`src/shared/lfm_pkg.sv`:
```
// Shared constants and types for the link fault range monitor
package lfm_pkg;
   // Amplitude threshold select codes
   localparam logic [1:0] AMP_SEL_OFF  = 2'h0;
   localparam logic [1:0] AMP_SEL_LOW  = 2'h1;
   localparam logic [1:0] AMP_SEL_MID  = 2'h2;
   localparam logic [1:0] AMP_SEL_HIGH = 2'h3;
   // Speed range select codes
   localparam logic [1:0] SPD_LOW  = 2'h0;
   localparam logic [1:0] SPD_MID  = 2'h1;
   localparam logic [1:0] SPD_HIGH = 2'h2;
   // Transition density: bits per character and characters allowed quiet
   localparam int BITS_PER_CHAR     = 10;
   localparam int QUIET_CHARS       = 6;
   localparam int QUIET_LIMIT_BITS  = BITS_PER_CHAR * QUIET_CHARS;
   localparam int QUIET_LIMIT_CHARS = QUIET_CHARS;
   // Range control sampling interval in recovered character clocks
   localparam int RANGE_PERIOD_CHARS = 4096;
   // Frequency window in ppm
   localparam int RANGE_PPM = 1500;
   // Reset values
   localparam logic LFI_RESET = 1'b0;
   // Range control states
   typedef enum logic [2:0] {
      RC_SAMPLE = 3'b001,
      RC_FORCE  = 3'b010,
      RC_SETTLE = 3'b100
   } lfm_rc_state_t;
endpackage : lfm_pkg

```
`src/design/lfm_link_monitor.sv`:
```
// Per-channel signal detect, range control and link fault logic
`timescale 1ns/1ns
module lfm_link_monitor
   import lfm_pkg::*;
#(
   parameter int QUIET_BITS   = QUIET_LIMIT_BITS,
   parameter int RANGE_CHARS  = RANGE_PERIOD_CHARS,
   parameter int FORCE_CHARS  = 16,
   parameter int SETTLE_CHARS = 16
) (
   input  wire logic       clk,
   input  wire logic       rstn,
   input  wire logic       bitTick,
   input  wire logic       charTick,
   input  wire logic       dataTransition,
   input  wire logic [1:0] amplitudeThresholdSelect,
   input  wire logic [1:0] amplitudeLevelPrimary,
   input  wire logic [1:0] amplitudeLevelSecondary,
   input  wire logic       inputPortSelect,
   input  wire logic [1:0] speedRangeSelect,
   input  wire logic       trainingClockRate,
   input  wire logic       freqDeviationOk,
   input  wire logic       receiveChannelPower,
   input  wire logic       referenceClockPresent,
   input  wire logic       forcedFaultControl,
   output logic            oscillatorForce,
   output logic            primarySelected,
   output logic            rateConfigReserved,
   output logic            linkFaultIndicator
);
   localparam int RW = $clog2(RANGE_CHARS + 1);
   localparam int QW = $clog2(QUIET_BITS + 2);

   ////////////////////////////////////////////////////////////////
   // Amplitude compare; selected level code must reach threshold
   function automatic logic ampOk(input logic [1:0] sel, input logic [1:0] lvl);
      ampOk = (sel == AMP_SEL_OFF) ? 1'b1 : (lvl >= sel);
   endfunction : ampOk

   logic [1:0] selLevel;
   logic       ampValid;
   // Route only the chosen receiver into the amplitude check
   assign primarySelected = inputPortSelect;
   assign selLevel = inputPortSelect ? amplitudeLevelPrimary
                                     : amplitudeLevelSecondary;
   // Threshold is a shared device-level input, fed to each channel
   assign ampValid = ampOk(amplitudeThresholdSelect, selLevel);

   // Half rate at the lowest speed is a reserved training setting
   assign rateConfigReserved = (speedRangeSelect == SPD_LOW) &&
                               trainingClockRate;

   ////////////////////////////////////////////////////////////////
   // Transition density: bit-time run length since last edge
   logic [QW-1:0] quiet_q;
   logic          quietFault;
   always_ff @(posedge clk or negedge rstn) begin
      if (!rstn) begin
         quiet_q <= '0;
      end else if (dataTransition) begin
         quiet_q <= '0;
      end else if (bitTick && (quiet_q <= QW'(QUIET_BITS))) begin
         quiet_q <= quiet_q + 1'b1;
      end
   end
   // Strictly more than sixty bits quiet raises the fault
   assign quietFault = (quiet_q > QW'(QUIET_BITS));

   ////////////////////////////////////////////////////////////////
   // Range control: sample window, force phase, settle phase
   lfm_rc_state_t state_q;
   logic [RW-1:0] winCount;
   logic          winClear;
   logic          winDone;
   logic          freqBad_q;

   lfm_window_counter #(
      .WIDTH (RW)
   ) uWindow (
      .clk   (clk),
      .rstn  (rstn),
      .clear (winClear),
      .tick  (charTick),
      .count (winCount),
      .ovf   ()
   );

   // Interval end at 4096 character clocks
   assign winDone = charTick && (winCount == RW'(RANGE_CHARS - 1));

   // Sticky deviation flag over the window; a late miss still counts
   always_ff @(posedge clk or negedge rstn) begin
      if (!rstn) begin
         freqBad_q <= 1'b0;
      end else if (winClear) begin
         freqBad_q <= !freqDeviationOk;
      end else if (!freqDeviationOk) begin
         freqBad_q <= 1'b1;
      end
   end

   // Window restarts at every interval end and phase change
   always_comb begin
      winClear = 1'b0;
      case (state_q)
         RC_SAMPLE: winClear = winDone;
         RC_FORCE:  winClear = charTick && (winCount == RW'(FORCE_CHARS - 1));
         RC_SETTLE: winClear = charTick && (winCount == RW'(SETTLE_CHARS - 1));
         default:   winClear = 1'b1;
      endcase
      // Powered-down channel holds the window at its start, so no short first window
      if (!receiveChannelPower) begin
         winClear = 1'b1;
      end
   end

   // State sequence; unpowered channel holds in sampling
   always_ff @(posedge clk or negedge rstn) begin
      if (!rstn) begin
         state_q <= RC_SAMPLE;
      end else if (!receiveChannelPower) begin
         state_q <= RC_SAMPLE;
      end else begin
         case (state_q)
            RC_SAMPLE: if (winDone && (freqBad_q || !freqDeviationOk)) begin
               state_q <= RC_FORCE;
            end
            RC_FORCE:  if (winClear) begin
               state_q <= RC_SETTLE;
            end
            RC_SETTLE: if (winClear) begin
               state_q <= RC_SAMPLE;
            end
            default:   state_q <= RC_SAMPLE;
         endcase
      end
   end

   assign oscillatorForce = (state_q == RC_FORCE);

   ////////////////////////////////////////////////////////////////
   // Combined indicator, registered on the receive clock
   logic allValid;
   assign allValid = ampValid && !quietFault && freqDeviationOk &&
                     receiveChannelPower && referenceClockPresent &&
                     !forcedFaultControl && (state_q == RC_SAMPLE);

   always_ff @(posedge clk or negedge rstn) begin
      if (!rstn) begin
         linkFaultIndicator <= LFI_RESET;
      end else begin
         linkFaultIndicator <= allValid;
      end
   end

   ////////////////////////////////////////////////////////////////
   // Checks
   // Worst lock: a stale miss finishes its window, then force and settle run
   localparam int LOCK_TICKS = RANGE_CHARS + FORCE_CHARS + SETTLE_CHARS + 1;
   logic        extValid;
   int unsigned lockWait;
   int unsigned ivlTicks;
   assign extValid = ampValid && !quietFault && freqDeviationOk && receiveChannelPower &&
                     referenceClockPresent && !forcedFaultControl;
   // Character ticks spent low while every outside check already passes
   always_ff @(posedge clk or negedge rstn) begin
      if (!rstn) begin
         lockWait <= 0;
      end else if (linkFaultIndicator || !extValid) begin
         lockWait <= 0;
      end else if (charTick) begin
         lockWait <= lockWait + 1;
      end
   end

   // Own tick count since the sampling window opened, kept apart from the counter
   always_ff @(posedge clk or negedge rstn) begin
      if (!rstn) begin
         ivlTicks <= 0;
      end else if ((state_q != RC_SAMPLE) || !receiveChannelPower) begin
         ivlTicks <= 0;
      end else if (charTick) begin
         ivlTicks <= (ivlTicks == RANGE_CHARS - 1) ? 0 : ivlTicks + 1;
      end
   end
endmodule : lfm_link_monitor

```
`src/design/lfm_window_counter.sv`:
```
// Counter of one-cycle tick pulses forming a sampling window
`timescale 1ns/1ns
module lfm_window_counter
   import lfm_pkg::*;
#(
   parameter int WIDTH = 13
) (
   input  wire logic             clk,
   input  wire logic             rstn,
   input  wire logic             clear,
   input  wire logic             tick,
   output logic      [WIDTH-1:0] count,
   output logic                  ovf
);
   ////////////////////////////////////////////////////////////////
   // Saturating counter; clear wins so a restart is never missed
   always_ff @(posedge clk or negedge rstn) begin
      if (!rstn) begin
         count <= '0;
      end else if (clear) begin
         count <= '0;
      end else if (tick && !ovf) begin
         count <= count + 1'b1;
      end
   end

   // Overflow flags a full count
   assign ovf = &count;
endmodule : lfm_window_counter

```
`config.mk`:
```
export PLATFORM = sky130hd
export DESIGN_NAME = lfm_link_monitor
export DESIGN_NICKNAME = d
export VERILOG_FILES = /design/src/shared/lfm_pkg.sv /design/src/design/lfm_link_monitor.sv /design/src/design/lfm_window_counter.sv
export SDC_FILE = /design/constraint.sdc
export NUM_CORES = 1
export LEC_CHECK = 0
export BUFFER_PORTS_ARGS = -buffer_cell sky130_fd_sc_hd__buf_2
export CAP_MARGIN = 20
export CORE_ASPECT_RATIO = 0.8
export CORE_MARGIN = 2
export CORE_UTILIZATION = 40
export DETAILED_ROUTE_END_ITERATION = 8
export GPL_ROUTABILITY_DRIVEN = 1
export PLACE_DENSITY = 0.7
export SYNTH_ARGS = -nofsm -noshare
export SYNTH_HDL_FRONTEND = slang
export SYNTH_SLANG_ARGS = --single-unit
```
`constraint.sdc`:
```
create_clock -name clk -period 2.5 [get_ports clk]
set_input_delay 0.25 -clock clk [delete_from_list [all_inputs] [get_ports clk]]
set_output_delay 0.25 -clock clk [all_outputs]
set_load 0.01 [all_outputs]
```
Yosys cells after proc, flatten, opt, wreduce, memory -nomap -nowiden
Cells that the tools add are included.

storage, ports and cells
  bits in registers = 24
  output and inout port bits = 4

cells by class
  reductions and logical operators = 24
  add/sub/neg operators = 2
  mux-type cells = 15
  eq/ne operators = 9
  $lt $le $gt $ge = 3

operators with widths
  operator                                                            count
  13-bit two-way mux                                                  2
  13-bit by 1-bit adder with 13-bit output (second input constant)    1
  13-bit by 12-bit == test with 1-bit output (second input constant)  1
  13-bit by 4-bit == test with 1-bit output (second input constant)   1
  13-bit AND reduction                                                1
  1-bit logical AND                                                   12
  3-bit two-way mux                                                   4
  6-bit two-way mux                                                   2
  3-bit case mux with 3 select lines                                  1
  6-bit by 1-bit adder with 6-bit output (second input constant)      1
  6-bit greater-than comparator (second input constant)               1
  6-bit <= comparator (second input constant)                         1
  3-bit by 2-bit != test with 1-bit output (second input constant)    2
  1-bit zero test                                                     4
  2-bit zero test                                                     2
  1-bit two-way mux                                                   4
  2-bit nonzero test                                                  2
  3-bit by 1-bit == test with 1-bit output (second input constant)    1
  3-bit by 2-bit == test with 1-bit output (second input constant)    1
  3-bit == test (second input constant)                               1
  3-bit != test (second input constant)                               1
  3-bit AND reduction                                                 1
  2-bit greater-or-equal comparator                                   1
  2-bit two-way mux                                                   1
  other kinds (4)                                                     4

Longest topological paths before layout
Gate-level depths: netlist of the first run.

  depth after elaboration = 9
  gate-level depth with buffers = 7
  mapped depth without buffers = 6

By module
A second synthesis of the first run with hierarchy kept.

unflattened totals
  cell total of the unflattened synthesis = 160
  area total of the unflattened synthesis = 1549.0 sq um

by module, submodules not included
  module              area each (sq um)  cells each  seq. area each (sq um)  times used
  lfm_link_monitor    822.0              85          276.5                   1
  lfm_window_counter  726.9              75          325.3                   1

Least setup slack after synthesis of the first run
No wires, ideal clock.

  kind = reg-to-reg
  start = register uWindow.count[4]
  end = register uWindow.count[9]
  buffers on the path = 2
  period minus slack after synthesis = 1.730 ns
  data arrival time = 1.592 ns
  library setup time = 0.139 ns
  slack = 0.770 ns
  cell stages (with the launch flop) = 7
  path through = dfrtp_1 -> buf_2 -> nand4_2 -> or4_1 -> a32oi_2 -> buf_6 -> a211oi_1

between the ends
  word-level cells in the longest chain between the ends = 5

RTL lines
  element                                                                           line                      source
  start: declaration                                                                lfm_window_counter.sv:12  output logic [WIDTH-1:0] count,
  start signal: assignment                                                          lfm_window_counter.sv:23  count <= count + 1'b1;
  branches (longest 5 deep; another with 13-bit by 1-bit adder with 13-bit output)  n/a

Several ways; the timed one is not identified. The select of a mux whose other input is x is not followed.
A chain may end at the register's enable or synchronous reset.

Worst setup path after layout of the first run
  start = register uWindow.count[0]
  end = register uWindow.count[10]

The elaborated chain is that of the path after synthesis.

==> metrics, run 1 <==
Tot Pwr=0.972 mW; DRC Markers=0; Horiz. Die Dim=about 72 µm; FF-to-FF End=uWindow.count[10]; fill count=~340; ant diodes=0; Power Internal=0.686 mW; CTS sink count=24; Post-Synth XOR/XNOR Area=3.54%; Hold Path Sink=linkFaultIndicator; Core Region=0.00349 mm²; Avg Inst Size Synth=between 9 and 10 µm²; Hold Path Class=in2reg; Hold Crit Depth=2; R2R depth=5; Clock Power Share=26.5%; Register Area=602 µm²; GP Congestion=0.795; asr flop ratio synth=100%; dpl hpwl=2.35 mm; post-route ant nets=0; fin crit period=approximately 1900 ps; largest net degree at the start of global routing=25; max-cap viol count=0; final slew viol count=0; compound-cell area share of the yosys netlist=16.3%; Worst Hold Launch=forcedFaultControl; DR vias=1255; clock tree buffer depth=2; Period Utilization, post-route=76.4%; Combinational Power Share=25.8%; row count=19; Main synth FF type=dfrtp_1; vias in the first global route=roughly 1300; Worst setup SP type=register; initial antenna violation count=0; worst slew pin tran=between 600 and 700 ps; DR vias/cell=5.60; clock slew at reported path FFs=approximately 80 ps; net total in the final layout=roughly 210; area of the multi-input gates=815 µm²; Seq pwr share=47.7%; H-tree depth=1; PD cells=573 mW/mm²; adder-cell share of the synthesized area=between 4 and 5%; P&R area growth vs syn=14.4%; library cells used by synthesis=around 50; Total GRT Usage=~17%; Post-CTS Setup Bufs=0; CTS tree=built; crit path max fanout=7; CP Data Arrival Time=2100 ps; Peak supply drop=about 0.41 mV; FF+latch count, synth=24; largest family of logic cells by synthesized area=simple AND/OR/NAND/NOR gates; top cells by area, synth=dfrtp_1 39%, nor2_1 5.3%, ha_1 4.2%; first-pass iteration count of the detailed router=4; # setup viols final=0; post-synthesis mux area share=3.46%; Cell Area, Synth=~0.0015 mm²; outcome=finished, final reports clean; Max-Slew Margin vs Limit=54.5%; Die ar.=0.00421 mm²; number of flops mapped to enable cells by yosys=0; Yosys warnings=0; Sum Neg Setup Slack=0 ps; Synth area leader=dfrtp_1; Die H=58.5 µm; register area share after synthesis=40.6%; Leak=around 0.7 nW; Initial Util=42.4%; CP required=about 2700 ps; Worst Skew=roughly 1.1 ps; fmax=524 MHz; first-pass GRT wire length=~5.6 mm; Critical R2R Launch=uWindow.count[0]; RSZ-0062 raised after global routing=no; DR WL/cell=13.7 µm; clock root buffer=clkbuf_8; DR iter-0 viols=96; Synthesized Nets=between 150 and 200; crit path kind=reg2reg; share of the synthesized area in the top cell type=around two fifths; cells after synthesis=158; drt total wl=3.07 mm; Clock Latency Late Sink=between 200 and 300 ps; simple-gate share of the synthesized area=27.4%; # IOs=23; net switching power figure=0.286 mW; crit end category=register; share of cells above drive strength 1=21.4%; net switching fraction of the power=~29%; Worst R2R Setup Slack=590 ps; Port Buffers=22; GRT overflow=0; CTS Buf Count=3; final hold violations=0
==> power groups by stage <==
| stage | Clock [mW] | Combinational (mW) | Sequential [mW] |
|---|---|---|---|
| final | 0.257 | 0.250 | 0.464 |
| after global routing | 0.289 | 0.283 | 0.471 |
| after CTS | 0.270 | 0.253 | 0.465 |
| after floorplan | 0 | 0.177 | 0.464 |
| after detailed placement | 0 | 0.251 | 0.472 |
| after global placement | 0 | 0.242 | 0.467 |
==> cell usage after synthesis, types with 2 or more instances <==
cell	n
clkbuf_1	2
o21ai_0	5
dfrtp_1	23
buf_2	2
o2111ai_1	2
a31oi_1	3
nor2b_1	3
and2_1	3
nor2_1	21
inv_1	8
ha_1	5
nand4b_1	2
nand2_1	7
xor2_1	4
nand3_1	4
o31ai_1	3
nor4_1	2
a21oi_1	8
nor3_1	6
nand4_1	3
or4_1	4
nor3b_1	4
xnor2_1	2
and4_1	2
mux2i_1	4
==> per-stage QoR <==
step / setup slack [ps] / utilization [%] / hold WS (ps) / cells / area [µm²]
global route: 456 / 48.5 / 125 / 224 / 1700
floorplan: 770 / - / -45.6 / 158 / 1480
detailed placement: 617 / 46.7 / 264 / 219 / 1630
finish: 590 / 48.5 / 133 / 224 / 1700
global placement: 710 / 46.7 / 263 / 219 / 1630
CTS: 596 / 48.5 / 126 / 224 / 1700
==> routing by layer <==
metal	up-vias	part of all wire, %	global-route usage [%]	wire (µm)
met2	18	49	28.7	1490
met4	0	1.1	4.04	33
met3	5	2.4	3.08	75
li1	635	-	-	-
met1	597	48	21.4	1470
met5	-	0	0	0
==> state kept, by name, indices dropped and copies added (netlist names) <==
register,count
linkFaultIndicator,1
uWindow.count,13
freqBad_q,1
quiet_q,6
state_q,3
==> worst max path at each step <==
stage | start | endpoint | cells past startpoint
after floorplan | uWindow.count[4] | uWindow.count[9] | 6
after global placement | uWindow.count[8] | uWindow.count[9] | 5
after detailed placement | uWindow.count[0] | uWindow.count[10] | 5
after CTS | uWindow.count[0] | uWindow.count[10] | 5
after global routing | uWindow.count[0] | uWindow.count[3] | 5
final | uWindow.count[0] | uWindow.count[10] | 5
==> final cells by class <==
cell class / instances / area share (%)
Clock buffer: 4 / 3.24
Inverter: 8 / 1.77
Multi-Input combinational cell: 120 / 48.0
Sequential cell: 24 / 35.5
Tap cell: 42 / 3.10
Timing Repair Buffer: 26 / 8.41
==> kinds of logic after synthesis <==
| kind of cell | after synthesis |
|---|---|
| AO/OA/AOI/OAI | 33 |
| XOR/XNOR | 6 |
| adder cells (fa/ha/maj) | 5 |
| buffers and inverters | 14 |
| flip-flops | 24 |
| multiplexers | 5 |
| AND/OR/NAND/NOR | 71 |
==> repair_timing <==
action	4_1_cts	5_1_grt
hold endpoints to repair	23	0
gates resized for setup	0	0
hold buffers	1	0
==> worst max-delay path: stages (launching register included) <==
cell	delay [ps]
dfrtp_1	410
ha_1	270
and4_1	380
o21ai_0	210
or4_1	420
a21oi_1	150
==> cell usage in the layout, fill, tap and decap left out, types with 2 or more instances in the layout <==
cell,instances
o31ai_1,3
mux2i_1,4
and2_1,3
nand4b_1,2
and4_1,2
clkbuf_8,4
nor3_1,6
ha_1,5
nand4_1,3
nor2b_1,3
buf_2,22
o2111ai_1,2
nor3b_1,4
nand3_1,4
xnor2_1,2
a21oi_1,8
nand2_1,7
dfrtp_1,23
o21ai_0,5
a31oi_1,3
or4_1,4
inv_1,8
buf_4,3
xor2_1,4
nor4_1,2
nor2_1,21
Note: power is estimated with default switching activity, not from simulation.
==> run 2, diff against run 1 <==
- clock period: 2.5 -> 1.8 ns (I/O delays scaled with it)
==> run 2 against run 1 <==
Compared with the run above:
- first-iteration DRC count decreased by 65%
- sequential share of layout area decreased by 2.5 points
- via count increased by 4.5%
- largest power group unchanged
- setup slack got worse by 500 ps
- critical path type unchanged
==> metrics, run 2 (synthesis gave the netlist of run 1 again) <==
CTS sink count=24 (unchanged); Clock Power Share=26.4% (about the same); clock tree buffer depth=2 (unchanged); Leak=0.785 nW (+11%); max reg flops=13 (unchanged); Port Buffers=22 (unchanged); Seq pwr share=44.8% (-2.9 points); outcome=finished, final reports clean; Worst setup SP type=register; Placed Area=0.00173 mm² (+6.0%); Horiz. Die Dim=72.1 µm (unchanged); row count=19 (unchanged); dpl hpwl=2.51 mm (+6.5%); net switching power figure=0.440 mW (+54%); H-tree depth=1 (unchanged); final hold violations=0 (unchanged); largest net degree at the start of global routing=25 (unchanged); first-pass GRT wire length=5.87 mm (+5.2%); Worst Skew=3.13 ps (+1.98 ps); Total GRT Usage=17.7% (+1.2 points); crit path kind=reg2reg; clock slew at reported path FFs=90 ps (about the same); fmax=584 MHz (+12%); GRT overflow=0 (unchanged); Post-CTS Setup Bufs=0 (unchanged); initial antenna violation count=0 (unchanged); Most flops, register=uWindow.count; Die H=58.5 µm (unchanged); worst hold slack=49.7 ps (-83.0 ps); max-cap viol count=0 (unchanged); worst slew pin tran=542 ps (-134 ps); Clock Latency Late Sink=270 ps (about the same); drt total wl=3.33 mm (+8.6%); CP Data Arrival Time=1920 ps (-180 ps); Combinational Power Share=28.8% (+3.0 points); Core Region=0.00349 mm² (unchanged); # setup viols final=0 (unchanged); DR WL/cell=14.1 µm (+2.6%); area of the multi-input gates=845 µm² (+3.7%); Peak supply drop=0.488 mV (+19%); CP required=2010 ps (-680 ps); net switching fraction of the power=30.6% (+1.1 points); share of cells above drive strength 1=28.2% (+6.8 points); DR iter-0 viols=34 (-65%); P&R area growth vs syn=23.4%; Period Utilization, post-route=95.1% (+19 points); first-pass iteration count of the detailed router=4 (unchanged); DR vias=1311 (+4.5%); PD cells=787 mW/mm² (+37%); Max-Slew Margin vs Limit=63.8% (+9.3 points); # IOs=23 (unchanged); Die ar.=0.00421 mm² (unchanged); DR vias/cell=5.53 (-1.3%); crit end category=register; GP Congestion=0.858 (+7.8%); Top Registers=uWindow.count: 13 flops, quiet_q: 6 flops, state_q: 3 flops; crit path max fanout=12 (+5); final slew viol count=0 (unchanged); DRC Markers=0 (unchanged); Power Internal=1.00 mW (+46%); Register Area=603 µm² (+0.21%); fill count=326 (-2.7%); post-route ant nets=0 (unchanged); fin crit period=1710 ps (-198 ps); vias in the first global route=1305 (+3.4%); Hold Path Class=in2reg; clock root buffer=clkbuf_8; net total in the final layout=220 (+6.3%); CTS Buf Count=3 (unchanged); CTS tree=built; ant diodes=0 (unchanged); Initial Util=42.4% (unchanged); most frequent cells in the layout=22 x dfrtp_1, 22 x buf_2, 21 x nor2_1, 15 x buf_4; design area=0.00183 mm² (+7.8%)
run 2: critical path: stages, from the launching register on:
cell	delay, ps
dfrtp_1	430
nand4_2	140
buf_4	200
nor4_2	60
buf_4	160
or4b_1	490
a21oi_1	150
run 2: power groups by stage:
stage          sequential [mW]  clock [mW]  combinational, mW
6_report                 0.645       0.380              0.415
3_3_place_gp             0.643           0              0.385
3_5_place_dp             0.650           0              0.399
5_1_grt                  0.652       0.416              0.465
4_1_cts                  0.639       0.391              0.404
2_1_floorplan            0.644           0              0.246
run 2: path summary, 6_finish.rpt:
path | cells after the start | slack [ps] | startpoint | to
max | 6 | 90 | uWindow.count[7] | uWindow.count[11]
min | 2 | 50 | forcedFaultControl | linkFaultIndicator
max reg2reg | 6 | 90 | uWindow.count[7] | uWindow.count[11]
min reg2reg | 2 | 540 | freqBad_q | freqBad_q
max in group asynchronous | 2 | 980 | rstn | uWindow.count[8]
min in group asynchronous | 2 | 430 | rstn | quiet_q[4]
run 2: layout make-up:
cell class / instances / share of cell area, %
clock buffer: 4 / 3.01
timing repair buffer: 39 / 13.3
tap: 42 / 2.87
sequential: 24 / 33.0
multi-input combinational: 120 / 46.2
inverter: 8 / 1.64
run 2: stage by stage:
| stage | power (mW) | cells | util [%] | setup TNS (ps) | setup slack, ps |
|---|---|---|---|---|---|
| after floorplan | 0.890 | 158 | - | 0 | 69.6 |
| after global placement | 1.03 | 232 | 49.5 | 0 | 110 |
| after detailed placement | 1.05 | 232 | 49.5 | 0 | 45.8 |
| after CTS | 1.43 | 237 | 51.3 | 0 | 44.4 |
| after global routing | 1.53 | 237 | 52.3 | -0.141 | -0.141 |
| final | 1.44 | 237 | 52.3 | 0 | 88.2 |
run 2: layer usage:
metal / global-route usage, % / vias up / wire (µm)
met5: 0 / - / 0
met1: 23.6 / 626 / 1620
met4: 4.31 / 0 / 31
li1: - / 658 / -
met2: 29.5 / 22 / 1570
met3: 3.94 / 5 / 103
run 2: repair_timing:
action | CTS | global route
gates resized for setup | 0 | 8
hold endpoints to repair | 23 | 0
hold buffers | 1 | 0
endpoints found under the setup margin | 0 | 14
==> run 3, diff against run 2 <==
- CORE_UTILIZATION: 40 -> 56
- PLACE_DENSITY: 0.7 -> 0.89
==> run 3 against run 2 <==
Compared with the run above:
- the run now ends with setup timing left
- non-clock buffer count grew 1
- combinational power grew 14%
- critical path depth is the same
- sequential power grew 0.8%
- register-to-register slack lost 110 ps
- highest routed layer unchanged
- die area shrank 27%
- total power shrank 4.4%
- critical path type unchanged
- first-iteration DRC count grew to 2.9 times the previous value
- routed wire length grew 15%
==> metrics, run 3 (synthesis gave the netlist of run 1 again) <==
Period Utilization, post-route=101% (+6.1 points); worst slew pin tran=541 ps (-1.24 ps); outcome=finished, violations left; P&R area growth vs syn=23.5%; DR WL/cell=16.6 µm (+18%); failing checks=setup timing; Worst R2R Setup Slack=-20 ps (-110 ps); most common cell after layout, fill and taps aside=buf_2; Max-Slew Margin vs Limit=63.9% (+0.083 points); CP Data Arrival Time=2050 ps (+130 ps); Worst setup SP type=register; Leak=0.766 nW (-2.4%); crit path kind=reg2reg; final slew viol count=0 (unchanged); Worst Skew=1.48 ps (-1.66 ps); Placed Area=0.00170 mm² (-1.7%); final hold violations=0 (unchanged); # IOs=23 (unchanged); Die H=50.0 µm (-14%); CTS sink count=24 (unchanged); Port Buffers=22 (unchanged); initial antenna violation count=0 (unchanged); Sum Neg Setup Slack=-95.0 ps (-95.0 ps); Core Region=0.00248 mm² (-29%); Total GRT Usage=27.4% (+9.7 points); DRC Markers=0 (unchanged); fill count=186 (-43%); post-route ant nets=0 (unchanged); H-tree depth=1 (unchanged); CP required=2030 ps (+20 ps); Hold Crit Depth=2 (unchanged); largest net degree at the start of global routing=25 (unchanged); GP Congestion=0.943 (+10%); DR vias/cell=6.27 (+13%); ant diodes=0 (unchanged); Tot Pwr=1.38 mW (-4.4%); Initial Util=59.7% (+17 points); Clock Latency Late Sink=320 ps (+50 ps); R2R depth=6 (unchanged); clock tree buffer depth=2 (unchanged); clock root buffer=clkbuf_4; Finished Core Util=73.8% (+21 points); row count=16 (-3); PD cells=751 mW/mm² (-4.6%); net total in the final layout=221 (+0.45%); vias in the first global route=1423 (+9.0%); Most flops, register=uWindow.count; DR vias=1454 (+11%); DR iter-0 viols=99 (+190%); share of cells above drive strength 1=32.7% (+4.4 points); first-pass GRT wire length=6.35 mm (+8.3%); GRT overflow=0 (unchanged); drt total wl=3.85 mm (+15%); Horiz. Die Dim=61.5 µm (-15%); crit path max fanout=6 (-6); CTS Buf Count=3 (unchanged); dpl hpwl=2.71 mm (+8.3%); fmax=549 MHz (-6.0%); Peak supply drop=0.706 mV (+44%); fin crit period=1820 ps (+109 ps); clock slew at reported path FFs=130 ps (+40 ps); RSZ-0062 raised after global routing=yes; final worst setup slack=-21.3 ps (-109 ps); CTS tree=built; # setup viols final=7 (+7); design area=0.00183 mm² (+0.14%); Die ar.=0.00308 mm² (-27%); Hold Path Class=in2reg; most frequent cells in the layout=22 x buf_2, 21 x nor2_1, 19 x dfrtp_1, 16 x buf_4; crit end category=register; Top Registers=uWindow.count: 13 flops, quiet_q: 6 flops, state_q: 3 flops; first-pass iteration count of the detailed router=4 (unchanged); max-cap viol count=0 (unchanged); max reg flops=13 (unchanged)
## run 3: changes by cell type in the layout (fill, tap and decap cells not counted), moves of 3 or more
cell	change
clkbuf_8	-4
dfrtp_2	+3
dfrtp_1	-3
clkbuf_4	+3
## run 3: where the power goes
| part | internal [mW] | switching [mW] | total [mW] |
|---|---|---|---|
| combinational | 0.241 | 0.232 | 0.474 |
| clock | 0.0869 | 0.165 | 0.252 |
| sequential | 0.591 | 0.0592 | 0.650 |
| total | 0.919 | 0.457 | 1.38 |
## run 3: cell type report
class	count	area (µm²)	share of cell area, %
well taps	36	45.0	2.46
repair buffers	40	251	13.7
multi-input cells	120	872	47.6
clock buffers	4	26.3	1.43
flip-flops and latches	24	607	33.1
inverters	8	30.0	1.64
## run 3: critical path: stages, from the launching register on
cell and delay, ps:
dfrtp_1 450, ha_4 190, and4_1 290, nand4_1 220, a32oi_4 310, buf_4 190, nor3_1 60
## run 3: final timing paths
kind,startpoint,endpoint
worst max register to register,uWindow.count[1],uWindow.count[2]
worst max-delay path,uWindow.count[1],uWindow.count[2]
max in group asynchronous,rstn,uWindow.count[10]
worst min register to register,freqBad_q,freqBad_q
worst min-delay path,forcedFaultControl,linkFaultIndicator
min in group asynchronous,rstn,uWindow.count[3]
## run 3: timing repair
action / in CTS / in global routing
endpoints found under the hold margin: 23 / 0
setup endpoints to repair: 2 / 14
setup buffers: 0 / 4
pin swaps: 0 / 1
hold buffers: 1 / 0
gates resized for setup: 1 / 18
## run 3: per-layer routing
layer	wire (µm)	global-route usage, %	vias to the layer above
li1	-	-	662
met1	1530	36.1	688
met2	1910	44.6	80
met3	280	5.77	24
met4	121	8.16	0
met5	0	0	-
## run 3: through the flow
stage	hold slack (ps)	worst slack, ps	std cells
floorplan	-116	69.6	158
global placement	181	135	223
detailed placement	189	27.2	223
CTS	1.02	22.0	228
global route	14.7	-65.2	232
finish	2.81	-21.3	232
